**src/ipc_pkg.sv**
```systemverilog
// ipc_pkg: shared constants for the inrush peak capture block
// assumes: one 100 MHz clock, signed current samples from the front end
package ipc_pkg;
    localparam int          SMP_W      = 16;
    localparam int          RANGE_W    = 3;
    localparam logic [2:0]  RANGE_TOP  = 3'h4;     // highest current range (400 A peak)
    localparam logic [2:0]  RANGE_LOW  = 3'h0;
    localparam int          CYC_W      = 16;
    localparam logic [15:0] CYC_MIN    = 16'h0004; // shortest on/off time in supply cycles
    localparam logic [15:0] CYC_MAX    = 16'hFFFF;
    localparam int          PH_IN_W    = 11;       // entered phase, -999..999 degrees
    localparam int          PH_W       = 9;
    localparam logic [11:0] DEG_FULL   = 12'h168;  // 360 degrees
    localparam logic [11:0] DEG_BIAS   = 12'h438;  // 3 * 360, lifts -999 above zero
    localparam int          WRAP_STEPS = 6;
    typedef enum logic [4:0] {
        SEQ_IDLE     = 5'b00001,
        SEQ_WAIT_ON  = 5'b00010,
        SEQ_ON       = 5'b00100,
        SEQ_WAIT_OFF = 5'b01000,
        SEQ_OFF      = 5'b10000
    } ipc_seq_t;
endpackage

```
**src/ipc_peak_hold.sv**
```systemverilog
// ipc_peak_hold: one peak-hold set, positive and negative extremes
// assumes: samples and controls on clk_i; clear beats load and sample; a sample in a load cycle is merged into the loaded values
`timescale 1ns/1ps
module ipc_peak_hold
    import ipc_pkg::*;
#(
    parameter int W = SMP_W
) (
    input  wire logic                clk_i,
    input  wire logic                rst_n_i,
    input  wire logic                clr_i,
    input  wire logic                load_i,
    input  wire logic signed [W-1:0] ld_pos_i,
    input  wire logic signed [W-1:0] ld_neg_i,
    input  wire logic                smp_valid_i,
    input  wire logic signed [W-1:0] smp_i,
    output logic signed [W-1:0]      pos_o,
    output logic signed [W-1:0]      neg_o
);
    typedef struct packed {
        logic signed [W-1:0] pos;
        logic signed [W-1:0] neg;
    } ipc_hold_t;

    ipc_hold_t s;
    ipc_hold_t next_s;

    // ----------------------------------------
    // update
    // ----------------------------------------
    always_comb begin
        next_s = s;
        if (load_i) begin
            next_s.pos = ld_pos_i;
            next_s.neg = ld_neg_i;
        end
        if (smp_valid_i && smp_i > next_s.pos) begin
            next_s.pos = smp_i;
        end
        if (smp_valid_i && smp_i < next_s.neg) begin
            next_s.neg = smp_i;
        end
        if (clr_i) begin
            next_s = '0;
        end
    end

    always_ff @(posedge clk_i or negedge rst_n_i) begin
        if (!rst_n_i) begin
            s <= '0;
        end else begin
            s <= next_s;
        end
    end

    assign pos_o = s.pos;
    assign neg_o = s.neg;
endmodule // ipc_peak_hold

```
**src/ipc_inrush_capture.sv**
```systemverilog
// ipc_inrush_capture: peak inrush capture, event detector, range control, relay sequencer
// assumes: front end gives samples, half and cycle ticks and supply phase on clk_i
`timescale 1ns/1ps
module ipc_inrush_capture
    import ipc_pkg::*;
#(
    parameter int W = SMP_W
) (
    input  wire logic                    clk_i,
    input  wire logic                    rst_n_i,
    input  wire logic                    mode_inrush_i,
    input  wire logic                    start_i,
    input  wire logic                    smp_valid_i,
    input  wire logic signed [W-1:0]     smp_i,
    input  wire logic                    half_tick_i,
    input  wire logic                    cycle_tick_i,
    input  wire logic [PH_W-1:0]         phase_deg_i,
    input  wire logic                    trig_src_inrush_i,
    input  wire logic                    range_up_i,
    input  wire logic                    range_down_i,
    input  wire logic                    seq_enable_i,
    input  wire logic                    seq_cfg_we_i,
    input  wire logic [CYC_W-1:0]        on_cycles_i,
    input  wire logic [CYC_W-1:0]        off_cycles_i,
    input  wire logic signed [PH_IN_W-1:0] on_phase_i,
    input  wire logic signed [PH_IN_W-1:0] off_phase_i,
    output logic signed [W-1:0]          latest_pos_o,
    output logic signed [W-1:0]          latest_neg_o,
    output logic signed [W-1:0]          highest_pos_o,
    output logic signed [W-1:0]          highest_neg_o,
    output logic                         event_o,
    output logic                         trig_o,
    output logic [RANGE_W-1:0]           range_o,
    output logic                         autorange_en_o,
    output logic                         disp_inrush_o,
    output logic                         relay_on_o,
    output logic                         seq_err_o,
    output logic [PH_W-1:0]              on_phase_o,
    output logic [PH_W-1:0]              off_phase_o
);
    typedef struct packed {
        logic [W-1:0]        hp;      // half-cycle magnitude peak
        logic [W-1:0]        cp;      // cycle magnitude peak
        logic [W-1:0]        prev_cp;
        logic signed [W-1:0] hc_pos;
        logic signed [W-1:0] hc_neg;
        logic signed [W-1:0] ev_pos;  // extremes of the last finished half cycle
        logic signed [W-1:0] ev_neg;
        logic                mode_d;
        logic [RANGE_W-1:0]  range;
        logic                event_p;
        logic                trig_p;
        logic [CYC_W-1:0]    on_cyc;
        logic [CYC_W-1:0]    off_cyc;
        logic [PH_W-1:0]     on_ph;
        logic [PH_W-1:0]     off_ph;
        logic                seq_err;
        ipc_seq_t            st;
        logic [CYC_W-1:0]    cnt;
        logic                relay;
    } ipc_state_t;

    ipc_state_t s;
    ipc_state_t next_s;

    // ----------------------------------------
    // helpers
    // ----------------------------------------
    function automatic logic [PH_W-1:0] wrap_deg(input logic signed [PH_IN_W-1:0] v);
        logic [11:0] t;
        t = 12'(DEG_BIAS + 12'(signed'(v)));
        for (int i = 0; i < WRAP_STEPS; i++) begin
            if (t >= DEG_FULL) begin
                t = t - DEG_FULL;
            end
        end
        return t[PH_W-1:0];
    endfunction

    logic [W:0]   abs_wide;
    logic [W-1:0] mag;
    logic         smp_ok;
    logic         ev;
    logic         ld_event;

    assign abs_wide = smp_i[W-1] ? (W+1)'(-signed'({smp_i[W-1], smp_i})) : {1'b0, smp_i};
    assign mag      = abs_wide[W-1:0];
    assign smp_ok   = smp_valid_i && mode_inrush_i;
    // hazard: the doubled reference needs one extra bit or large peaks wrap
    assign ev       = mode_inrush_i && half_tick_i && ({1'b0, s.hp} > {s.prev_cp, 1'b0});
    assign ld_event = s.event_p;

    // ----------------------------------------
    // next state
    // ----------------------------------------
    always_comb begin
        next_s         = s;
        next_s.event_p = ev;
        next_s.trig_p  = ev && trig_src_inrush_i;
        next_s.mode_d  = mode_inrush_i;
        if (half_tick_i) begin
            // kept apart: the running half extremes restart in this same cycle
            next_s.ev_pos = s.hc_pos;
            next_s.ev_neg = s.hc_neg;
            next_s.hp     = '0;
            next_s.hc_pos = '0;
            next_s.hc_neg = '0;
        end
        if (cycle_tick_i) begin
            next_s.prev_cp = s.cp;
            next_s.cp      = '0;
        end
        if (smp_ok) begin
            if (mag > next_s.hp) next_s.hp = mag;
            if (mag > next_s.cp) next_s.cp = mag;
            if (smp_i > next_s.hc_pos) next_s.hc_pos = smp_i;
            if (smp_i < next_s.hc_neg) next_s.hc_neg = smp_i;
        end
        if (mode_inrush_i && !s.mode_d) begin
            next_s.range = RANGE_TOP;
        end else if (mode_inrush_i && range_up_i && s.range != RANGE_TOP) begin
            next_s.range = s.range + 3'h1;
        end else if (mode_inrush_i && range_down_i && s.range != RANGE_LOW) begin
            next_s.range = s.range - 3'h1;
        end
        if (seq_cfg_we_i) begin
            next_s.on_ph  = wrap_deg(on_phase_i);
            next_s.off_ph = wrap_deg(off_phase_i);
            if (on_cycles_i >= CYC_MIN && on_cycles_i <= CYC_MAX &&
                off_cycles_i >= CYC_MIN && off_cycles_i <= CYC_MAX) begin
                next_s.on_cyc  = on_cycles_i;
                next_s.off_cyc = off_cycles_i;
                next_s.seq_err = 1'b0;
            end else begin
                next_s.seq_err = 1'b1;
            end
        end
        // relay sequencer; switching waits for the programmed phase, except that seq_enable_i low forces the relay off at once
        unique case (s.st)
            SEQ_IDLE: begin
                next_s.relay = 1'b0;
                if (seq_enable_i) next_s.st = SEQ_WAIT_ON;
            end
            SEQ_WAIT_ON: begin
                if (phase_deg_i == s.on_ph) begin
                    next_s.st    = SEQ_ON;
                    next_s.relay = 1'b1;
                    next_s.cnt   = s.on_cyc;
                end
            end
            SEQ_ON: begin
                if (cycle_tick_i) begin
                    next_s.cnt = s.cnt - 16'h0001;
                    if (s.cnt <= 16'h0001) next_s.st = SEQ_WAIT_OFF;
                end
            end
            SEQ_WAIT_OFF: begin
                if (phase_deg_i == s.off_ph) begin
                    next_s.st    = SEQ_OFF;
                    next_s.relay = 1'b0;
                    next_s.cnt   = s.off_cyc;
                end
            end
            SEQ_OFF: begin
                if (cycle_tick_i) begin
                    next_s.cnt = s.cnt - 16'h0001;
                    if (s.cnt <= 16'h0001) next_s.st = SEQ_WAIT_ON;
                end
            end
            default: begin
                next_s.st    = SEQ_IDLE;
                next_s.relay = 1'b0;
            end
        endcase
        if (!seq_enable_i) begin
            next_s.st    = SEQ_IDLE;
            next_s.relay = 1'b0;
        end
    end

    always_ff @(posedge clk_i or negedge rst_n_i) begin
        if (!rst_n_i) begin
            s         <= '0;
            s.range   <= RANGE_TOP;
            s.on_cyc  <= CYC_MIN;
            s.off_cyc <= CYC_MIN;
            s.st      <= SEQ_IDLE;
        end else begin
            s <= next_s;
        end
    end

    // ----------------------------------------
    // peak-hold sets
    // ----------------------------------------
    // newest event: reloaded with the finished half-cycle extremes
    ipc_peak_hold #(.W(W)) u_latest (
        .clk_i      (clk_i),
        .rst_n_i    (rst_n_i),
        .clr_i      (start_i),
        .load_i     (ld_event),
        .ld_pos_i   (s.ev_pos),
        .ld_neg_i   (s.ev_neg),
        .smp_valid_i(smp_ok),
        .smp_i      (smp_i),
        .pos_o      (latest_pos_o),
        .neg_o      (latest_neg_o)
    );

    // overall maximum: never reloaded, so events leave it alone
    ipc_peak_hold #(.W(W)) u_highest (
        .clk_i      (clk_i),
        .rst_n_i    (rst_n_i),
        .clr_i      (start_i),
        .load_i     (1'b0),
        .ld_pos_i   ('0),
        .ld_neg_i   ('0),
        .smp_valid_i(smp_ok),
        .smp_i      (smp_i),
        .pos_o      (highest_pos_o),
        .neg_o      (highest_neg_o)
    );

    assign event_o        = s.event_p;
    assign trig_o         = s.trig_p;
    assign range_o        = s.range;
    assign autorange_en_o = !mode_inrush_i;
    assign disp_inrush_o  = mode_inrush_i;
    assign relay_on_o     = s.relay;
    assign seq_err_o      = s.seq_err;
    assign on_phase_o     = s.on_ph;
    assign off_phase_o    = s.off_ph;
endmodule // ipc_inrush_capture

```
**config.mk**
```make
export PLATFORM = sky130hd
export DESIGN_NAME = ipc_inrush_capture
export DESIGN_NICKNAME = d
export VERILOG_FILES = /design/src/ipc_pkg.sv /design/src/ipc_peak_hold.sv /design/src/ipc_inrush_capture.sv
export SDC_FILE = /design/constraint.sdc
export NUM_CORES = 1
export LEC_CHECK = 0
export BUFFER_PORTS_ARGS = -buffer_cell sky130_fd_sc_hd__buf_4
export CAP_MARGIN = 20
export CORE_MARGIN = 5
export CORE_UTILIZATION = 45
export CTS_BUF_LIST = sky130_fd_sc_hd__clkbuf_4 sky130_fd_sc_hd__clkbuf_8 sky130_fd_sc_hd__clkbuf_16
export DETAILED_ROUTE_END_ITERATION = 6
export PLACE_DENSITY = 0.7
export SKIP_CTS_REPAIR_TIMING = 1
export SLEW_MARGIN = 20
export SYNTH_ARGS = -nofsm -noshare
export SYNTH_HDL_FRONTEND = slang
export SYNTH_SLANG_ARGS = --single-unit
```
**constraint.sdc**
```tcl
create_clock -name clk_i -period 7.03 [get_ports clk_i]
set_clock_uncertainty 0.1 [all_clocks]
set_input_delay 0.3515 -clock clk_i [delete_from_list [all_inputs] [get_ports clk_i]]
set_output_delay 0.3515 -clock clk_i [all_outputs]
set_load 0.03 [all_outputs]
```
* Yosys cells after proc, flatten, opt, wreduce, memory -nomap -nowiden
Index checks and enable logic that the tools add are counted.
Storage, ports and cells: bits in registers 255, bits of input ports 91, output and inout port bits 91, logic and storage cells 168
Operators by class: $add $sub $neg 18, order comparisons 26, eq/ne operators 19, muxes and demuxes 54, reductions and logical operators 28
Operators by type and width (count):
- $mux W12 | 20
- $mux W32 | 6
- $mux W16 | 10
- $ge A12 B9 Y1 const B | 12
- $sub A12 B9 Y12 const B | 10
- $gt A16 B16 Y1 | 5
- $mux W64 | 1
- $pmux W16 S4 | 1
- $lt A16 B16 Y1 | 3
- $mux W22 | 2
- $mux W21 | 2
- $ge A16 B3 Y1 const B | 2
- $le A16 B16 Y1 const B | 2
- $pmux W5 S5 | 1
- $add A11 B12 Y12 const A | 2
- $ne A3 B3 Y1 const B | 7
- $eq A9 B9 Y1 | 2
- $mux W9 | 2
- $sub A9 B9 Y9 const B | 2
- $gt A16 B17 Y1 | 1
- $le A16 B1 Y1 const B | 1
- $logic_and A1 B1 Y1 | 16
- $neg A16 Y16 | 1
- $sub A16 B1 Y16 const B | 1
- other kinds (21) | 33

* Depth between registers and ports, before layout
word-level depth 18, mapped depth 28, gate-level depth less buffers 23

* By module
A second synthesis with hierarchy kept.
Unflattened totals: cell total of the unflattened synthesis 2077, area, all modules 19715.2 sq um
Modules (own cells, without submodules):
- ipc_inrush_capture | times used 1, cells an instance 1587, area an instance 14629.0 sq um, sequential area each 4784.6 sq um
- ipc_peak_hold (u_latest) | times used 1, cells an instance 245, area an instance 2553.7 sq um, sequential area each 800.8 sq um
- ipc_peak_hold (u_highest) | times used 1, cells an instance 245, area an instance 2532.4 sq um, sequential area each 800.8 sq um

* Worst setup path before layout
No wires, ideal clock.
path kind input -> register, from input on_phase_i[3], to register s, in the netlist on_phase_o[5], setup time 0.124 ns, data arrival time 6.028 ns, required time 6.806 ns, slack 0.778 ns, stages on the path 24, buffers on the path 2, cell sequence buf_2 -> clkinv_1 -> ha_1 -> clkbuf_1 -> inv_1 -> nor2_1 -> o32a_1 -> o311ai_4 -> mux2_4 -> a31o_2 -> nand2_1 -> a31oi_1 -> or2_4 -> a41oi_4 -> nand2_2 -> a221oi_1 -> o32ai_1 -> o221a_2 -> a21oi_2 -> o21ai_1 -> a22o_1 -> ha_1 -> o21a_1 -> o31a_1
Between the ends: longest elaborated chain between the ends 18, elaborated cells between the ends (all ways) 24, those cells by class 7 x add/sub; 6 x order compare; 11 x mux
RTL lines:
- start, declared | RTL line ipc_inrush_capture.sv:25 | input wire logic signed [PH_IN_W-1:0] on_phase_i,
- $add A11 B12 Y12 (*) | RTL line ipc_inrush_capture.sv:71 | t = 12'(DEG_BIAS + 12'(signed'(v)));
- $sub A12 B9 Y12 or $ge A12 B9 Y1 (tied branches) | RTL line ipc_inrush_capture.sv:74, ipc_inrush_capture.sv:73
- $mux W12 (*) | RTL line ipc_inrush_capture.sv:73 | if (t >= DEG_FULL) begin
- $mux W12 (*) | RTL line ipc_inrush_capture.sv:126 | if (seq_cfg_we_i) begin
- $sub A12 B9 Y12 or $ge A12 B9 Y1 (tied branches) | RTL line ipc_inrush_capture.sv:74, ipc_inrush_capture.sv:73
- $mux W12 (*) | RTL line ipc_inrush_capture.sv:73
- $mux W12 (*) | RTL line ipc_inrush_capture.sv:126
- $sub A12 B9 Y12 or $ge A12 B9 Y1 (tied branches) | RTL line ipc_inrush_capture.sv:74, ipc_inrush_capture.sv:73
- (+2 left out)
- $sub A12 B9 Y12 or $ge A12 B9 Y1 (tied branches) | RTL line ipc_inrush_capture.sv:74, ipc_inrush_capture.sv:73
- $mux W12 (*) | RTL line ipc_inrush_capture.sv:73
- $mux W12 (*) | RTL line ipc_inrush_capture.sv:126
- $sub A12 B9 Y12 or $ge A12 B9 Y1 (tied branches) | RTL line ipc_inrush_capture.sv:74, ipc_inrush_capture.sv:73
- $mux W12 (*) | RTL line ipc_inrush_capture.sv:73
- $mux W12 (*) | RTL line ipc_inrush_capture.sv:126
- $ge A12 B9 Y1 or $sub A9 B9 Y9 (tied branches) | RTL line ipc_inrush_capture.sv:73, ipc_inrush_capture.sv:74
- $mux W9 (*) | RTL line ipc_inrush_capture.sv:73
- end signal, assigned | RTL line ipc_inrush_capture.sv:189 | s <= next_s;
- end, declared | RTL line ipc_inrush_capture.sv:63 | ipc_state_t s;
Every way passes the cells marked *; elsewhere a longest branch is shown, timed or not. The select of a mux whose other input is x is not followed. A chain may end at the register's enable or synchronous reset.

* Final worst setup path
from input on_phase_i[0], to register s, in the netlist on_phase_o[4]
The elaborated chain is that of the path after synthesis.

==> results by group <==
Synthesis
  – Post-Syn Instances: 2,058
  – Asr flop ratio synth: 100.0%
  – Mapped Area: 18,940 µm²
  – Netlist cell types: 110
  – Top_reg_cell synth: dfrtp_1
  – Syn Nets: 2,301
  – Ys Warns: 0
  – Post-Syn Area per Cell: 9.205 µm²
  – Post-synthesis register bit count: 255
  – Post-synthesis sequential area ratio: 33.71%
  – EDFF count, synth: 0

Clocking
  – CTS Buf Count: 29
  – Reg clk slew, reported paths: 0.06 ns
  – Root Driver: clkbuf_16
  – Clk buf depth: 3
  – CTS tree: built
  – H-tree levels: 1
  – Worst-skew pair later-pin latency: 0.58 ns
  – Clock sink count: 255

Route
  – DRT Pass-1 Iters: 5
  – Residual DRC: 0
  – Routed vias: 16,650
  – Routed wire length: 55,920 µm
  – DR iter-0 viols: 1,285
  – DR WL/cell: 19.97 µm
  – Post-DRT Antenna Nets: 0
  – Drt via density: 5.946

Layout
  – Register Area: 6387 µm²
  – Most common cell after layout, fill and taps aside: dfrtp_1
  – Multi-input gate area: 11,690 µm²
  – Most frequent cells in the layout: dfrtp_1, buf_4, nor2_1, ha_1, a21oi_1
  – Layout cell share with drive strength beyond 1: 19.56%
  – Area growth, synth to finish: 17.24%
  – Final std cells w/o fill: 2,800
  – Fill count: 3,671
  – Nets: 2,481

Setup path
  – R2R depth: 20
  – Reg2Reg Setup Slack: 2.72 ns
  – WP data arrival: 6.82 ns
  – Crit start category: input pin
  – Req. time, crit path: 7.38 ns
  – Max incr delay on CP: 0.67 ns
  – Slowest cell on crit path: or4_1
  – Crit. End Element: register
  – CP Cell Sequence: dlygate4sd3_1, buf_4, nor3_1, buf_4, o211ai_1, or4_1, a221oi_2, mux2i_1, o22ai_2, and3_1, a31oi_1, or2_4, a41oi_4, nand2_2, a22o_1, a2111oi_2, a2bb2oi_1, mux2_2, a22o_1, a31oi_4, mux2i_1, mux2_2
  – Critical path class: in -> reg
  – CP Max Fanout: 14

Placement
  – Cells after DPL: 2,703
  – Detailed placement HPWL: 40,430 µm
  – Final Wtd Congestion: 0.9258
  – I/O Buffers: 181

Die
  – Die Height: 215.2 µm
  – Starting Density: 45.36%
  – Die area: 46,300 µm²
  – Ports: 182
  – Core area: 41,760 µm²
  – Die X: 215.2 µm
  – Core Rows: 75

STA
  – Worst hold margin: 0.01569 ns
  – Max Slew Vio Count: 0
  – Max-Slew Margin vs Limit: 30.62%
  – Crit share post-route: 92.11%
  – Worst slew pin tran: 1.041 ns
  – Hold Vio Cnt, Final: 0
  – Min Clock Period, post-route: 6.475 ns
  – Max Fclk: 0.1544 GHz
  – RSZ-0062 raised after global routing: no
  – Post-route setup TNS: 0 ns
  – Final setup violation count: 0

Power
  – Leakage: 9.821 nW
  – Switching power: 0.002306 W
  – Clk network pwr share: 26.1%
  – Switching Share: 38.88%
  – Seq pwr share: 31.3%
  – PwrDens: 267.1 nW/µm²
  – Internal power: 0.003625 W
  – Gate power share: 42.6%
  – Maximum VDD drop: 0.0001764 V

Global routing
  – Vias in the first global route: 16,170
  – Gr usage total: 22.74%
  – Largest net degree at the start of global routing: 143
  – Antenna violations before repair: 0
  – GRT overflow: 0
  – First-pass GRT wire length: 87,780 µm

Worst hold path
  – Worst min-delay path category: in -> reg
  – Hold Crit Depth: 3

Outcome
  – Status: finished, final reports clean

Run
  – Max_cap viols: 0
## metrics by stage
step | total power [W] | cell area [µm²] | util [%] | setup slack [ns]
2_1_floorplan | 0.003687 | 18940 | - | 0.7778
3_3_place_gp | 0.004301 | 20750 | 49.70 | 0.4412
3_5_place_dp | 0.004356 | 20770 | 49.74 | 0.2862
4_1_cts | 0.005918 | 21750 | 52.09 | 0.8673
5_1_grt | 0.006306 | 22210 | 53.18 | 0.1748
6_report | 0.005931 | 22210 | 53.18 | 0.5550
## cells in the mapped netlist (all sizes together), types with 5 or more instances
cell | count | area, µm²
dfrtp | 251 | 6281
nor2 | 180 | 678.2
ha | 151 | 1889
a21oi | 133 | 673.2
o21ai | 125 | 633.1
mux2i | 121 | 1211
nand2 | 112 | 425.4
inv | 99 | 371.6
nand2b | 87 | 544.3
mux2 | 86 | 975.9
clkbuf | 64 | 240.2
a21o | 56 | 420.4
xnor2 | 54 | 473.0
buf | 48 | 302.8
nand3 | 41 | 210.2
nand4 | 36 | 225.2
a211oi | 30 | 230.2
xor2 | 27 | 244.0
or2 | 26 | 165.2
nor2b | 24 | 150.1
nor3 | 24 | 125.1
nor4 | 24 | 156.4
a31oi | 22 | 167.7
a221oi | 16 | 152.7
o31ai | 15 | 146.4
o21a | 14 | 105.1
or3 | 13 | 81.33
and2 | 12 | 75.08
and3 | 11 | 73.82
o22ai | 11 | 75.07
a22oi | 10 | 80.07
o211ai | 10 | 75.07
a311oi | 8 | 82.58
a21boi | 7 | 52.55
a2bb2oi | 6 | 52.55
a31o | 6 | 52.55
o41ai | 6 | 60.06
a22o | 5 | 43.79
a41oi | 5 | 62.56
o311ai | 5 | 68.83
## worst max-delay path: cells and delay by family
kind,cells,cell delay [ns]
AO/OA/AOI/OAI,10,2.79
AND/OR/NAND/NOR,5,1.87
multiplexers,4,0.92
buffers and inverters,3,0.87
## power groups by stage
stage          Clock, W  Sequential, W  Combinational, W
2_1_floorplan         0        0.00185           0.00184
3_3_place_gp          0        0.00187           0.00243
3_5_place_dp          0        0.00188           0.00248
4_1_cts         0.00157        0.00186           0.00249
5_1_grt         0.00164        0.00188           0.00279
6_report        0.00155        0.00186           0.00253
## registers in the layout, indices dropped and copies added, names as in the netlist
name and cells:
on_phase_o 9, u_highest.pos_o 16, event_o 1, range_o 3
trig_o 1, u_highest.neg_o 16, off_phase_o 9, u_latest.neg_o 16
s 166, u_latest.pos_o 16, seq_err_o 1, relay_on_o 1
## cell type report
type	count	share of cell area [%]
multi-input cells	1591	52.65
clock inverters	9	0.4282
inverters	100	1.690
diodes	1	0.01127
flip-flops and latches	255	28.76
repair buffers	261	9.420
well taps	539	3.037
clock buffers	44	4.000
## worst paths after layout
kind,endpoint,from
hold reg to reg,range_o[2]$_DFFE_PN1P_,s[78]$_DFF_PN0_
setup reg to reg,s[126]$_DFF_PN0_,s[111]$_DFF_PN0_
hold / removal,u_latest.neg_o[0]$_DFF_PN0_,smp_i[0]
setup / recovery,on_phase_o[4]$_DFFE_PN0P_,on_phase_i[0]
min in group asynchronous,s[113]$_DFF_PN0_,rst_n_i
max in group asynchronous,on_phase_o[4]$_DFFE_PN0P_,rst_n_i
## metal layers
metal / track usage [%] / up-vias / wire length (µm)
li1: - / 7865 / -
met1: 30.56 / 8155 / 23920
met2: 38.39 / 519 / 26990
met3: 3.237 / 109 / 3354
met4: 6.699 / 0 / 1649
met5: 0 / - / 0
## kinds of logic after synthesis
kind of cell / after synthesis / synth area share [%]
AOI/OAI and AO/OA: 543 / 19.85
buffers and inverters: 212 / 4.848
xor gates and xnor gates: 81 / 3.785
muxes: 207 / 11.55
and+or+nand+nor: 608 / 16.18
DFF: 255 / 33.71
adders and majority gates: 152 / 10.08
No activity file was read; power rests on OpenSTA's default activity.
